`src/hdl/brirq_pkg.sv`:
```
// Constants shared by the internal interrupt source block
package brirq_pkg;
  localparam int ADDR_W = 8;
  localparam int DATA_W = 32;
  localparam int NLINE = 8;
  localparam int NSRC = 14;
  localparam int NVSRC = 7;
  localparam int NMON = 4;
  localparam int NDMA = 6;
  // Register offsets
  localparam logic [7:0] OFF_LOCAL_EN = 8'h00;
  localparam logic [7:0] OFF_LOCAL_STAT = 8'h04;
  localparam logic [7:0] OFF_LOCAL_MAP2 = 8'h08;
  localparam logic [7:0] OFF_LOCAL_MAP3 = 8'h0c;
  localparam logic [7:0] OFF_VME_EN = 8'h10;
  localparam logic [7:0] OFF_VME_STAT = 8'h14;
  localparam logic [7:0] OFF_VME_MAP3 = 8'h18;
  localparam logic [7:0] OFF_MASTER_CTL = 8'h1c;
  localparam logic [7:0] OFF_MONITOR = 8'h20;
  localparam logic [7:0] OFF_DMA_STAT = 8'h24;
  localparam logic [7:0] OFF_STATID = 8'h28;
  // Local source bit positions, shared by enable, status and map slots
  localparam int LB_DMA = 0;
  localparam int LB_LERR = 1;
  localparam int LB_VERR = 2;
  localparam int LB_OWN = 3;
  localparam int LB_SWACK = 4;
  localparam int LB_SW = 5;
  localparam int LB_MBOX = 6;
  localparam int LB_MON = 10;
  localparam int MAP2_SLOTS = 6;
  localparam int MAP_STRIDE = 4;
  localparam int MAP_W = 3;
  // Bits cleared by writing one in the local status register
  localparam logic [13:0] LOCAL_W1C_MASK = 14'h3fde;
  // VME enable and status positions
  localparam int VB_SOFT_BASE = 16;
  localparam int VB_AUTOID = 24;
  localparam logic [9:0] VME_W1C_MASK = 10'h3c6;
  localparam int VSRC_SPLIT = 3;
  localparam int VSRC_SKIP = 3;
  // Master control and monitor fields
  localparam int MC_HOLD = 0;
  localparam int MON_EN = 0;
  localparam int MON_SPACE_LO = 1;
  localparam int MON_BASE_LO = 12;
  localparam int VA_SEL_LO = 3;
  // Status/ID values
  localparam int SID_LO = 1;
  localparam logic [7:0] AUTOID_STATID = 8'hfe;
  localparam logic [2:0] AUTOID_LEVEL = 3'h2;
  localparam logic [1:0] STRAP_SETTLE = 2'h3;
endpackage

```
`src/hdl/brirq_ctrl.sv`:
```
// Internal interrupt sources, routing and IACK answer of the bridge
//
// Function
// - PCI soft interrupt on zero-to-one write
// - Active soft status shown, mapped PCI line
// - Clearing trigger withdraws; no later IACK answer
// - Software Status/ID wins, bit zero cleared
// - VME soft interrupt released on acknowledge
// - Local status shows all active sources
// - Soft IACK completion raises PCI-only interrupt
// - Soft acknowledge has own clearable status
// - Ownership interrupt on grant, write-one clears
// - Six DMA conditions shown in status
// - DMA conditions ORed, routed VME or PCI
// - Mailbox access interrupt, separate pending bits
// - Monitor hit needs enable, window, space
// - Address bits four-three select monitor
// - Monitor enable, PCI-only map, own status
// - Error interrupts only from decoupled writes
// - Auto-ID raises level two before release
// - Auto-ID IACK returns FE, enables image
// - Per-level soft trigger raises that level
`timescale 1ns/1ns
`default_nettype none
module brirq_ctrl
  import brirq_pkg::*;
(
  input wire logic ref_clk_in,
  input wire logic rst_b_in,
  input wire logic [ADDR_W-1:0] reg_addr_in,
  input wire logic [DATA_W-1:0] reg_wdata_in,
  input wire logic reg_wr_in,
  input wire logic reg_rd_in,
  output logic [DATA_W-1:0] reg_rdata_out,
  input wire logic [NDMA-1:0] dma_cond_in,
  input wire logic dec_wr_pci_abort_in,
  input wire logic dec_wr_vme_err_in,
  input wire logic bus_granted_in,
  input wire logic [NMON-1:0] mailbox_access_in,
  input wire logic vme_access_in,
  input wire logic [31:0] vme_addr_in,
  input wire logic [2:0] vme_space_in,
  input wire logic iack_req_in,
  input wire logic [2:0] iack_level_in,
  output logic iack_ack_out,
  output logic [7:0] iack_statid_out,
  input wire logic autoid_strap_in,
  output logic sysfail_release_out,
  output logic crcsr_enable_out,
  output logic bus_hold_request_out,
  output logic [NLINE-1:0] pci_irq_out,
  output logic [7:1] vme_irq_out
);

  ////////////////////////////////////////////////////////////////////
  logic [DATA_W-1:0] local_irq_enable_reg;
  logic [DATA_W-1:0] local_irq_map_second;
  logic [DATA_W-1:0] local_irq_map_third;
  logic [DATA_W-1:0] vme_irq_enable_reg;
  logic [DATA_W-1:0] vme_irq_map_third;
  logic [DATA_W-1:0] master_control_reg;
  logic [DATA_W-1:0] monitor_reg;
  logic [DATA_W-1:0] statid_reg;
  logic [NSRC-1:0] local_flag_reg;
  logic [NSRC-1:0] local_flag_next;
  logic [NSRC-1:0] local_set;
  logic [9:0] vme_flag_reg;
  logic [9:0] vme_flag_next;
  logic [9:0] vme_set;
  logic [7:0] soft_irq_levels;
  logic [7:0] soft_next;
  logic pci_soft_act_reg;
  logic granted_q_reg;
  logic strap_s1_reg;
  logic strap_s2_reg;
  logic [1:0] settle_reg;
  logic autoid_act_reg;
  logic autoid_done_reg;
  logic wr_local_en;
  logic wr_vme_en;
  logic wr_local_stat;
  logic wr_vme_stat;
  logic dma_any;
  logic monitor_hit;
  logic [NSRC-1:0] src_act;
  logic [NSRC-1:0] src_on;
  logic [7:0] pci_oh [NSRC];
  logic [7:0] vme_oh [NVSRC];
  logic [NVSRC-1:0] vsrc_on;
  logic [7:0] pci_lines;
  logic [7:0] vme_levels;
  logic [7:0] other_levels;
  logic iack_soft;
  logic iack_auto;
  logic iack_other;

  assign wr_local_en = reg_wr_in && (reg_addr_in == OFF_LOCAL_EN);
  assign wr_vme_en = reg_wr_in && (reg_addr_in == OFF_VME_EN);
  assign wr_local_stat = reg_wr_in && (reg_addr_in == OFF_LOCAL_STAT);
  assign wr_vme_stat = reg_wr_in && (reg_addr_in == OFF_VME_STAT);
  assign dma_any = |dma_cond_in;
  assign bus_hold_request_out = master_control_reg[MC_HOLD];
  assign crcsr_enable_out = autoid_done_reg;

  ////////////////////////////////////////////////////////////////////
  // Plain configuration registers
  always_ff @(posedge ref_clk_in or negedge rst_b_in) begin
    if (!rst_b_in) begin
      local_irq_map_second <= '0;
      local_irq_map_third <= '0;
      vme_irq_map_third <= '0;
      master_control_reg <= '0;
      monitor_reg <= '0;
      statid_reg <= '0;
    end else if (reg_wr_in) begin
      unique case (reg_addr_in)
        OFF_LOCAL_MAP2: local_irq_map_second <= reg_wdata_in;
        OFF_LOCAL_MAP3: local_irq_map_third <= reg_wdata_in;
        OFF_VME_MAP3: vme_irq_map_third <= reg_wdata_in;
        OFF_MASTER_CTL: master_control_reg <= reg_wdata_in;
        OFF_MONITOR: monitor_reg <= reg_wdata_in;
        OFF_STATID: statid_reg <= reg_wdata_in;
        default: ;
      endcase
    end
  end

  // Enable registers also hold the software trigger bits
  always_ff @(posedge ref_clk_in or negedge rst_b_in) begin
    if (!rst_b_in) begin
      local_irq_enable_reg <= '0;
      vme_irq_enable_reg <= '0;
    end else begin
      if (wr_local_en) begin
        local_irq_enable_reg <= reg_wdata_in;
      end
      if (wr_vme_en) begin
        vme_irq_enable_reg <= reg_wdata_in;
      end
    end
  end

  ////////////////////////////////////////////////////////////////////
  // PCI software interrupt
  always_ff @(posedge ref_clk_in or negedge rst_b_in) begin
    if (!rst_b_in) begin
      pci_soft_act_reg <= 1'b0;
    end else if (wr_local_en) begin
      if (reg_wdata_in[LB_SW] && !local_irq_enable_reg[LB_SW]) begin
        pci_soft_act_reg <= 1'b1;
      end else if (!reg_wdata_in[LB_SW]) begin
        pci_soft_act_reg <= 1'b0;
      end
    end
  end

  // VME per-level software interrupts
  always_comb begin
    soft_next = soft_irq_levels;
    if (wr_vme_en) begin
      for (int n = 1; n < 8; n++) begin
        if (reg_wdata_in[VB_SOFT_BASE+n] && !vme_irq_enable_reg[VB_SOFT_BASE+n]) begin
          soft_next[n] = 1'b1;
        end else if (!reg_wdata_in[VB_SOFT_BASE+n]) begin
          soft_next[n] = 1'b0;
        end
      end
    end
    if (iack_req_in && iack_soft) begin
      soft_next[iack_level_in] = 1'b0;
    end
    soft_next[0] = 1'b0;
  end

  always_ff @(posedge ref_clk_in or negedge rst_b_in) begin
    if (!rst_b_in) begin
      soft_irq_levels <= '0;
    end else begin
      soft_irq_levels <= soft_next;
    end
  end

  ////////////////////////////////////////////////////////////////////
  // Event capture into sticky flags
  // enable, window, space
  assign monitor_hit = vme_access_in && monitor_reg[MON_EN] &&
                       (vme_addr_in[31:MON_BASE_LO] == monitor_reg[31:MON_BASE_LO]) &&
                       (vme_space_in == monitor_reg[MON_SPACE_LO+:3]);

  always_comb begin
    local_set = '0;
    vme_set = '0;
    local_set[LB_LERR] = dec_wr_pci_abort_in;
    local_set[LB_VERR] = dec_wr_vme_err_in;
    vme_set[LB_LERR] = dec_wr_pci_abort_in;
    vme_set[LB_VERR] = dec_wr_vme_err_in;
    local_set[LB_OWN] = bus_granted_in && !granted_q_reg && master_control_reg[MC_HOLD];
    local_set[LB_SWACK] = iack_req_in && iack_soft;
    local_set[LB_MBOX+:NMON] = mailbox_access_in;
    vme_set[LB_MBOX+:NMON] = mailbox_access_in;
    if (monitor_hit) begin
      local_set[LB_MON + 32'(vme_addr_in[VA_SEL_LO+:2])] = 1'b1;
    end
  end

  assign local_flag_next = (local_flag_reg &
                            ~(wr_local_stat ? (reg_wdata_in[NSRC-1:0] & LOCAL_W1C_MASK) : '0)) | local_set;
  assign vme_flag_next = (vme_flag_reg &
                          ~(wr_vme_stat ? (reg_wdata_in[9:0] & VME_W1C_MASK) : '0)) | vme_set;

  always_ff @(posedge ref_clk_in or negedge rst_b_in) begin
    if (!rst_b_in) begin
      local_flag_reg <= '0;
      vme_flag_reg <= '0;
      granted_q_reg <= 1'b0;
    end else begin
      local_flag_reg <= local_flag_next;
      vme_flag_reg <= vme_flag_next;
      granted_q_reg <= bus_granted_in;
    end
  end

  ////////////////////////////////////////////////////////////////////
  // PCI routing
  // every active source visible
  always_comb begin
    src_act = local_flag_reg;
    src_act[LB_DMA] = dma_any;
    src_act[LB_SW] = pci_soft_act_reg;
  end
  assign src_on = src_act & local_irq_enable_reg[NSRC-1:0];

  genvar gi;
  generate
    for (gi = 0; gi < NSRC; gi++) begin : g_pci
      logic [MAP_W-1:0] sel;
      if (gi < MAP2_SLOTS) begin : g_m2
        assign sel = local_irq_map_second[gi*MAP_STRIDE+:MAP_W];
      end else begin : g_m3
        assign sel = local_irq_map_third[(gi-MAP2_SLOTS)*MAP_STRIDE+:MAP_W];
      end
      assign pci_oh[gi] = src_on[gi] ? (8'h01 << sel) : 8'h00;
    end
    for (gi = 0; gi < NVSRC; gi++) begin : g_vme
      localparam int SB = (gi < VSRC_SPLIT) ? gi : gi + VSRC_SKIP;
      logic [MAP_W-1:0] lvl;
      logic pend;
      assign lvl = vme_irq_map_third[gi*MAP_STRIDE+:MAP_W];
      assign pend = (SB == LB_DMA) ? dma_any : vme_flag_reg[SB];
      assign vsrc_on[gi] = pend && vme_irq_enable_reg[SB];
      // Level zero means not routed
      assign vme_oh[gi] = vsrc_on[gi] ? (8'h01 << lvl) : 8'h00;
    end
  endgenerate

  always_comb begin
    pci_lines = '0;
    other_levels = '0;
    for (int i = 0; i < NSRC; i++) begin
      pci_lines = pci_lines | pci_oh[i];
    end
    for (int k = 0; k < NVSRC; k++) begin
      other_levels = other_levels | vme_oh[k];
    end
    other_levels[0] = 1'b0;
    vme_levels = other_levels | soft_irq_levels;
    vme_levels[AUTOID_LEVEL] = vme_levels[AUTOID_LEVEL] | autoid_act_reg;
  end

  always_ff @(posedge ref_clk_in or negedge rst_b_in) begin
    if (!rst_b_in) begin
      pci_irq_out <= '0;
      vme_irq_out <= '0;
    end else begin
      pci_irq_out <= pci_lines;
      vme_irq_out <= vme_levels[7:1];
    end
  end

  ////////////////////////////////////////////////////////////////////
  // IACK answer; software first, then Auto-ID, then others
  assign iack_soft = soft_irq_levels[iack_level_in];
  assign iack_auto = autoid_act_reg && (iack_level_in == AUTOID_LEVEL);
  assign iack_other = other_levels[iack_level_in];

  always_ff @(posedge ref_clk_in or negedge rst_b_in) begin
    if (!rst_b_in) begin
      iack_ack_out <= 1'b0;
      iack_statid_out <= '0;
    end else begin
      iack_ack_out <= iack_req_in && (iack_soft || iack_auto || iack_other);
      if (iack_req_in) begin
        if (iack_soft) begin
          iack_statid_out <= {statid_reg[7:SID_LO], 1'b0};
        end else if (iack_auto) begin
          iack_statid_out <= AUTOID_STATID;
        end else if (iack_other) begin
          iack_statid_out <= {statid_reg[7:SID_LO], 1'b1};
        end
      end
    end
  end

  ////////////////////////////////////////////////////////////////////
  // Auto-ID strap; sampled only after the synchroniser settles
  always_ff @(posedge ref_clk_in or negedge rst_b_in) begin
    if (!rst_b_in) begin
      strap_s1_reg <= 1'b0;
      strap_s2_reg <= 1'b0;
      settle_reg <= '0;
    end else begin
      strap_s1_reg <= autoid_strap_in;
      strap_s2_reg <= strap_s1_reg;
      if (settle_reg != STRAP_SETTLE) begin
        settle_reg <= settle_reg + 2'h1;
      end
    end
  end

  always_ff @(posedge ref_clk_in or negedge rst_b_in) begin
    if (!rst_b_in) begin
      autoid_act_reg <= 1'b0;
      autoid_done_reg <= 1'b0;
      sysfail_release_out <= 1'b0;
    end else begin
      if (settle_reg == STRAP_SETTLE && strap_s2_reg && !autoid_done_reg && !sysfail_release_out) begin
        autoid_act_reg <= 1'b1;
      end
      if (iack_req_in && iack_auto && !iack_soft) begin
        autoid_act_reg <= 1'b0;
        autoid_done_reg <= 1'b1;
      end
      // with the strap set, release only once level two drives; with it clear, release as soon as the settle count is reached
      if (settle_reg == STRAP_SETTLE && (!strap_s2_reg || (autoid_act_reg && vme_irq_out[AUTOID_LEVEL]))) begin
        sysfail_release_out <= 1'b1;
      end
    end
  end

  ////////////////////////////////////////////////////////////////////
  // Register read, data valid the cycle after the strobe only
  always_ff @(posedge ref_clk_in or negedge rst_b_in) begin
    if (!rst_b_in) begin
      reg_rdata_out <= '0;
    end else if (reg_rd_in) begin
      unique case (reg_addr_in)
        OFF_LOCAL_EN: reg_rdata_out <= local_irq_enable_reg;
        OFF_LOCAL_STAT: reg_rdata_out <= {{(DATA_W-NSRC){1'b0}}, src_act};
        OFF_LOCAL_MAP2: reg_rdata_out <= local_irq_map_second;
        OFF_LOCAL_MAP3: reg_rdata_out <= local_irq_map_third;
        OFF_VME_EN: reg_rdata_out <= vme_irq_enable_reg;
        OFF_VME_STAT: reg_rdata_out <= {7'h00, autoid_act_reg, soft_irq_levels[7:1], 7'h00,
                                        vme_flag_reg[9:1], dma_any};
        OFF_VME_MAP3: reg_rdata_out <= vme_irq_map_third;
        OFF_MASTER_CTL: reg_rdata_out <= master_control_reg;
        OFF_MONITOR: reg_rdata_out <= monitor_reg;
        OFF_DMA_STAT: reg_rdata_out <= {{(DATA_W-NDMA){1'b0}}, dma_cond_in};
        OFF_STATID: reg_rdata_out <= statid_reg;
        default: reg_rdata_out <= '0;
      endcase
    end else begin
      reg_rdata_out <= '0;
    end
  end

endmodule // brirq_ctrl
`default_nettype wire

```
`config.mk`:
```
export PLATFORM = sky130hd
export DESIGN_NAME = brirq_ctrl
export DESIGN_NICKNAME = d
export VERILOG_FILES = /design/src/hdl/brirq_pkg.sv /design/src/hdl/brirq_ctrl.sv
export SDC_FILE = /design/constraint.sdc
export NUM_CORES = 1
export LEC_CHECK = 0
export BUFFER_PORTS_ARGS = -buffer_cell sky130_fd_sc_hd__buf_2
export CAP_MARGIN = 0
export CORE_MARGIN = 2
export CORE_UTILIZATION = 45
export CTS_CLUSTER_DIAMETER = 80
export DETAILED_ROUTE_END_ITERATION = 8
export PLACE_DENSITY_LB_ADDON = 0.2
export SETUP_SLACK_MARGIN = 0.05
export SLEW_MARGIN = 20
export SYNTH_ARGS = -nofsm -noshare
export SYNTH_HDL_FRONTEND = slang
export SYNTH_SLANG_ARGS = --single-unit
```
`constraint.sdc`:
```
create_clock -name ref_clk_in -period 2.89 [get_ports ref_clk_in]
set_input_delay 0.1445 -clock ref_clk_in [delete_from_list [all_inputs] [get_ports ref_clk_in]]
set_output_delay 0.1445 -clock ref_clk_in [all_outputs]
set_load 0.03 [all_outputs]
```
# --- After elaboration in Yosys (flattened, before gate mapping) ---
# Cells that the tools add are included.
op_classes:
  n_addsub: 2
  n_lt_le_gt_ge: 4
  n_eq_ne: 16
  shift: 21
  n_mux: 57
  bitwise_logic: 31
  n_reduce_logical: 64
ops:
  columns: ["cell", "n"]
  rows:
  - ["$pmux W32 S11", 1]
  - ["$mux W8", 25]
  - ["$shl A1 B3 Y8 const A", 21]
  - ["$or A8 B8 Y8", 20]
  - ["$logic_and A1 B1 Y1", 36]
  - ["$eq A8 B5 Y1 const B", 4]
  - ["$mux W32", 1]
  - ["$and A14 B14 Y14", 2]
  - ["$mux W14", 2]
  - ["$eq A8 B6 Y1 const B", 3]
  - ["$mux W1", 22]
  - ["$eq A20 B20 Y1", 1]
  - ["$eq A8 B4 Y1 const B", 2]
  - ["$reduce_and A2 Y1", 8]
  - ["$not A14 Y14", 1]
  - ["$or A10 B14 Y14", 1]
  - ["$or A14 B14 Y14", 1]
  - ["$logic_not A1 Y1", 13]
  - ["$and A10 B10 Y10", 1]
  - ["$mux W10", 1]
  - ["$not A10 Y10", 1]
  - ["$or A10 B10 Y10", 1]
  - ["$and A8 B8 Y8", 1]
  - ["$eq A8 B3 Y1 const B", 1]
  - ["22 further kinds", 25]
totals:
  regBits: 352
  output_inout_bits: 59

# --- Depth between registers and ports, before layout ---
logic_depth:
  depth_word: 16
  ltp_mapped: 8

# --- Worst setup path after synthesis ---
# Ideal clock, no wire load.
synth_path:
  path_kind: "register to register"
  startpoint: "register vme_flag_reg[7]"
  endpoint: "register iack_statid_out[0]"
  setup_time_ps: 125
  t_arrival_ps: 1986
  required_ps: 2765
  setup_slack_ps: 779
  path_stages_with_launch: 8
  period_less_slack_ps: 2111
  path_cell_list: "dfrtp_1 nand3_1 nor3_1 or4_1 nor4_1 o32a_1 a41oi_4 mux2_2"
synth_between:
  elab_chain_cells: 9
synth_lines:
  columns: ["item", "line_no", "rtl"]
  rows:
  - ["from (decl)", "brirq_ctrl.sv:67", "logic [9:0] vme_flag_reg;"]
  - ["from (signal assigned)", "brirq_ctrl.sv:218", "vme_flag_reg <= vme_flag_next;"]
  - ["$logic_and A1 B1 Y1", "brirq_ctrl.sv:250", "assign vsrc_on[gi] = pend && vme_irq_enable_reg[SB];"]
  - ["$mux W8", "brirq_ctrl.sv:252", "assign vme_oh[gi] = vsrc_on[gi] ? (8'h01 << lvl) : 8'h00;"]
  - ["$or A8 B8 Y8 (3 in a row)", "brirq_ctrl.sv:263", "other_levels = other_levels | vme_oh[k];"]
  - ["$bmux W1 S3", "brirq_ctrl.sv:284", "assign iack_other = other_levels[iack_level_in];"]
  - ["$mux W1 (implied by the code)", "brirq_ctrl.sv:284", null]
  - ["$reduce_bool A3 Y1 (no source line)", null, null]
  - ["$reduce_and A2 Y1 (no source line)", null, null]
  - ["to (signal assigned)", "brirq_ctrl.sv:294", "iack_statid_out <= {statid_reg[7:SID_LO], 1'b0};"]
  - ["to (signal assigned)", "brirq_ctrl.sv:298", "iack_statid_out <= {statid_reg[7:SID_LO], 1'b1};"]
  - ["to (decl)", "brirq_ctrl.sv:46", "output logic [7:0] iack_statid_out,"]
# No other way between the ends. The select of a mux whose other input is x is not followed.
# A chain may end at the register's enable or synchronous reset.

# --- Worst setup path in the final report ---
layout_path:
  startpoint: "register local_irq_map_third[30]"
  endpoint: "register pci_irq_out[0]"
layout_between:
  elab_chain_cells: 3
layout_lines:
  columns: ["item", "line_no", "rtl"]
  rows:
  - ["from (decl)", "brirq_ctrl.sv:58", "logic [DATA_W-1:0] local_irq_map_third;"]
  - ["from (signal assigned)", "brirq_ctrl.sv:118", "OFF_LOCAL_MAP3: local_irq_map_third <= reg_wdata_in;"]
  - ["$shl A1 B3 Y8", "brirq_ctrl.sv:242", "assign pci_oh[gi] = src_on[gi] ? (8'h01 << sel) : 8'h00;"]
  - ["$mux W8", "brirq_ctrl.sv:242", null]
  - ["$or A8 B8 Y8", "brirq_ctrl.sv:260", "pci_lines = pci_lines | pci_oh[i];"]
  - ["named net pci_lines[0]", "brirq_ctrl.sv:90", "logic [7:0] pci_lines;"]
  - ["to (signal assigned)", "brirq_ctrl.sv:275", "pci_irq_out <= pci_lines;"]
  - ["to (decl)", "brirq_ctrl.sv:51", "output logic [NLINE-1:0] pci_irq_out,"]
# The timed path passes the listed nets, and every way through them passes these cells.

==> results by group <==
Clock network
  • Clock Sinks: between 300 and 400
  • Worst-Skew Late Latency: slightly below 0.6 ns
  • CTS buffer count: 39
  • CTS tree: yes
  • Clock Tree Buf Depth: 3
  • Reg clk slew, reported paths: 0.06 ns
  • Post-CTS sizing: 0
  • CTS root buf: clkbuf_16
  • H-tree Lvls: 2

Pwr
  • Pwr per Cell Area: just under 600 nW/um^2
  • Peak supply drop: 0.492 mV
  • Total leakage power: 0.00891 uW
  • Final Total Pwr: 11300 uW

Layout
  • Most frequent cells in the layout: dfrtp_1 (346), mux2_2 (266), buf_2 (145)
  • Area grow syn2layout: 21.4%
  • Share of cells above drive strength 1: 35.7%
  • Footprint of the multi-input gates: about 7000 sq um
  • Net count reported at finish: around 1.6k
  • Antenna Cells: 0
  • Commonest non-fill, non-tap cell in the layout: dfrtp_1
  • Register area: 8660 sq um
  • Fill cells: 2966

Routing
  • WL final: ~57000 um
  • Routed WL per cell: about 29 um
  • Detail Route Antenna Nets: 0
  • Vias: 12.5k
  • DR vias/cell: between 6 and 7
  • Initial drt markers: roughly 1.1k
  • Count of unresolved DRC violations after routing: 0
  • DRT Pass-1 Iters: 7

Timing
  • Final Cycle Share: between 90% and 100%
  • Setup TNS: 0 ns
  • Slew margin rel.: about a third
  • Worst-Margin Slew: 1.01 ns
  • Fin. Hold Viols: 0
  • Slew Viols, Final: 0
  • Setup WS post-layout: approximately 0.29 ns
  • Fmax: 384 MHz
  • Clock Skew: approximately 0.024 ns
  • Final setup vio count: 0
  • RSZ-0062 raised after global routing: false
  • Period minus WS final: between 2 and 3 ns

Yosys
  • Post-synth EDFFs: 0
  • Yosys cell types: 53
  • Yosys top cell area share: 54.6%
  • Ys flop type: dfrtp_1
  • Sequential area share after synthesis: 54.6%
  • Main combinational cell family by area after synthesis: multiplexers
  • Syn Area/Cell: approximately 12 sq um
  • Synth Area in Compound Gates: roughly 14%
  • Synthesized flop and latch total: between 300 and 400
  • Area leader, netlist: dfrtp_1
  • Mux contribution to synthesized area: 19.0%
  • Post-synthesis adder-cell area fraction: less than 1%
  • Simple-gate share of the synthesized area: a little under a tenth
  • Asr flop ratio synth: 100%
  • Post-Synth XOR/XNOR Area: 1.33%
  • Mapped Area: about 16000 sq um
  • YS warnings: 0
  • Cells after synthesis: approximately 1.3k
  • Synth top area cells: dfrtp_1 (55%), mux2_2 (19%), a22oi_1 (2.6%)
  • Synth Net Count: roughly 1.4k

Critical path
  • Cell chain of the critical path: nand3b_1 > nor3_1 > or4_1 > nor4_1 > o311ai_0
  • CP Buf/Inv Count: 0
  • Worst setup path category: flop to flop
  • Critical Path AT: just under 3 ns
  • Worst reg2reg path endpoint: pci_irq_out[0]
  • CP max stage delay: roughly 0.57 ns
  • Setup crit end kind: flop
  • Max FO, Critical Path: 4
  • Reg2Reg Depth: 5
  • Worst Path Required: ~3.3 ns
  • Flop2flop setup slack: ~0.29 ns
  • Critical path startpoint category: flop
  • Reg2reg start: local_irq_map_third[30]
  • Slowest CP cell: or4_1
  • Worst path top cell family by delay: simple AND/OR/NAND/NOR gates
  • CP startpoint: local_irq_map_third[30]

GRT
  • Antenna violations before repair: 1
  • Overflow after GRT: 0
  • First-pass GRT wire length: approximately 83000 um
  • Number of global-route vias before repair: around 13k
  • Largest net degree at the start of global routing: between 90 and 100
  • GRT Resource Usage Total: approximately 31%

Die
  • Core box area: 34600 sq um
  • Initial Util: between 40 and 50%
  • Row count: approximately 70
  • Die area: ~37000 sq um
  • Die Wd: between 150 and 200 um
  • Die height: 192 um
  • I/O pins: roughly 160

Placed design
  • Worst slack, placed: 0.279 ns
  • Routability cong.: 0.952
  • Port Buffers: ~150
  • DP HPWL: about 40000 um

Min path
  • WHS Path Cells: 4
  • Worst Hold End: reg_rdata_out[3]
  • Worst hold path type: input port to flop
  • Hold path start: dma_cond_in[3]

Outcome
  • Outcome: completed

Job
  • Max-cap violations: 0
kinds of logic after synthesis:
family	after synthesis
AO/OA/AOI/OAI	285
AND/OR/NAND/NOR	275
multiplexers	267
buffers and inverters	74
adder cells (fa/ha/maj)	1
flip-flops	346
XOR/XNOR	24
metal layers:
metal / track usage [%] / up-vias / part of all wire, %
li1: - / 5357 / -
met1: 43.5 / 6474 / 43
met2: 47.7 / 589 / 45
met3: 7.16 / 121 / 8.5
met4: 12.0 / 0 / 3.6
met5: 0 / - / 0
layout make-up:
cell class	count	area share, %
clock inverters	12	0.917
inverters	7	0.137
multi-input cells	852	36.0
well taps	455	2.96
flip-flops and latches	346	45.0
clock buffers	53	5.76
repair buffers	250	9.17
synth_stat cells (all sizes together), types with 4 or more instances:
cell / number
a21o: 14
a21oi: 8
a221oi: 34
a222oi: 15
a22o: 34
a22oi: 54
a31oi: 28
a32o: 5
a41oi: 8
buf: 21
clkbuf: 46
dfrtp: 346
inv: 7
mux2: 266
nand2: 53
nand2b: 50
nand3: 27
nand3b: 24
nand4: 4
nor2: 30
nor3: 51
nor4: 15
o211ai: 6
o22ai: 60
o311ai: 4
or4: 8
xnor2: 6
xor2: 18
worst max path at each step:
stage	slack (ns)	depth (start not counted)	end
after floorplan	0.78	7	iack_statid_out[0]
after global placement	0.31	9	iack_statid_out[2]
after detailed placement	0.28	9	iack_statid_out[7]
after CTS	0.42	8	iack_statid_out[3]
after global routing	0.27	8	iack_statid_out[5]
final	0.29	5	pci_irq_out[0]
worst register-to-register path: cells and delay by family, from the launching register on:
kind             cells  cell delay [ns]
AND/OR/NAND/NOR      4             1.66
flip-flops           1             0.42
AO/OA/AOI/OAI        1             0.32
per-stage QoR:
stage	cell area [sq um]	instances	utilization, %	hold WS [ns]
3_3_place_gp	17400	1858	50.3	0.247
4_1_cts	19200	1975	55.5	0.0131
5_1_grt	19200	1975	55.5	0.0319
2_1_floorplan	15800	1272	-	-0.151
6_report	19200	1975	55.5	0.0415
3_5_place_dp	17400	1858	50.3	0.251
power breakdown:
| group | leakage (uW) | internal (uW) | switching, uW |
|---|---|---|---|
| combinational | 0.00360 | 380 | 532 |
| clock | 0.000635 | 2960 | 2050 |
| sequential | 0.00468 | 5090 | 249 |
timing repair:
action,in CTS,in global routing
setup buffers,0,0
hold buffers,52,0
hold endpoints to repair,328,0
setup endpoints to repair,0,0
Power figures use the tool's default switching activity.
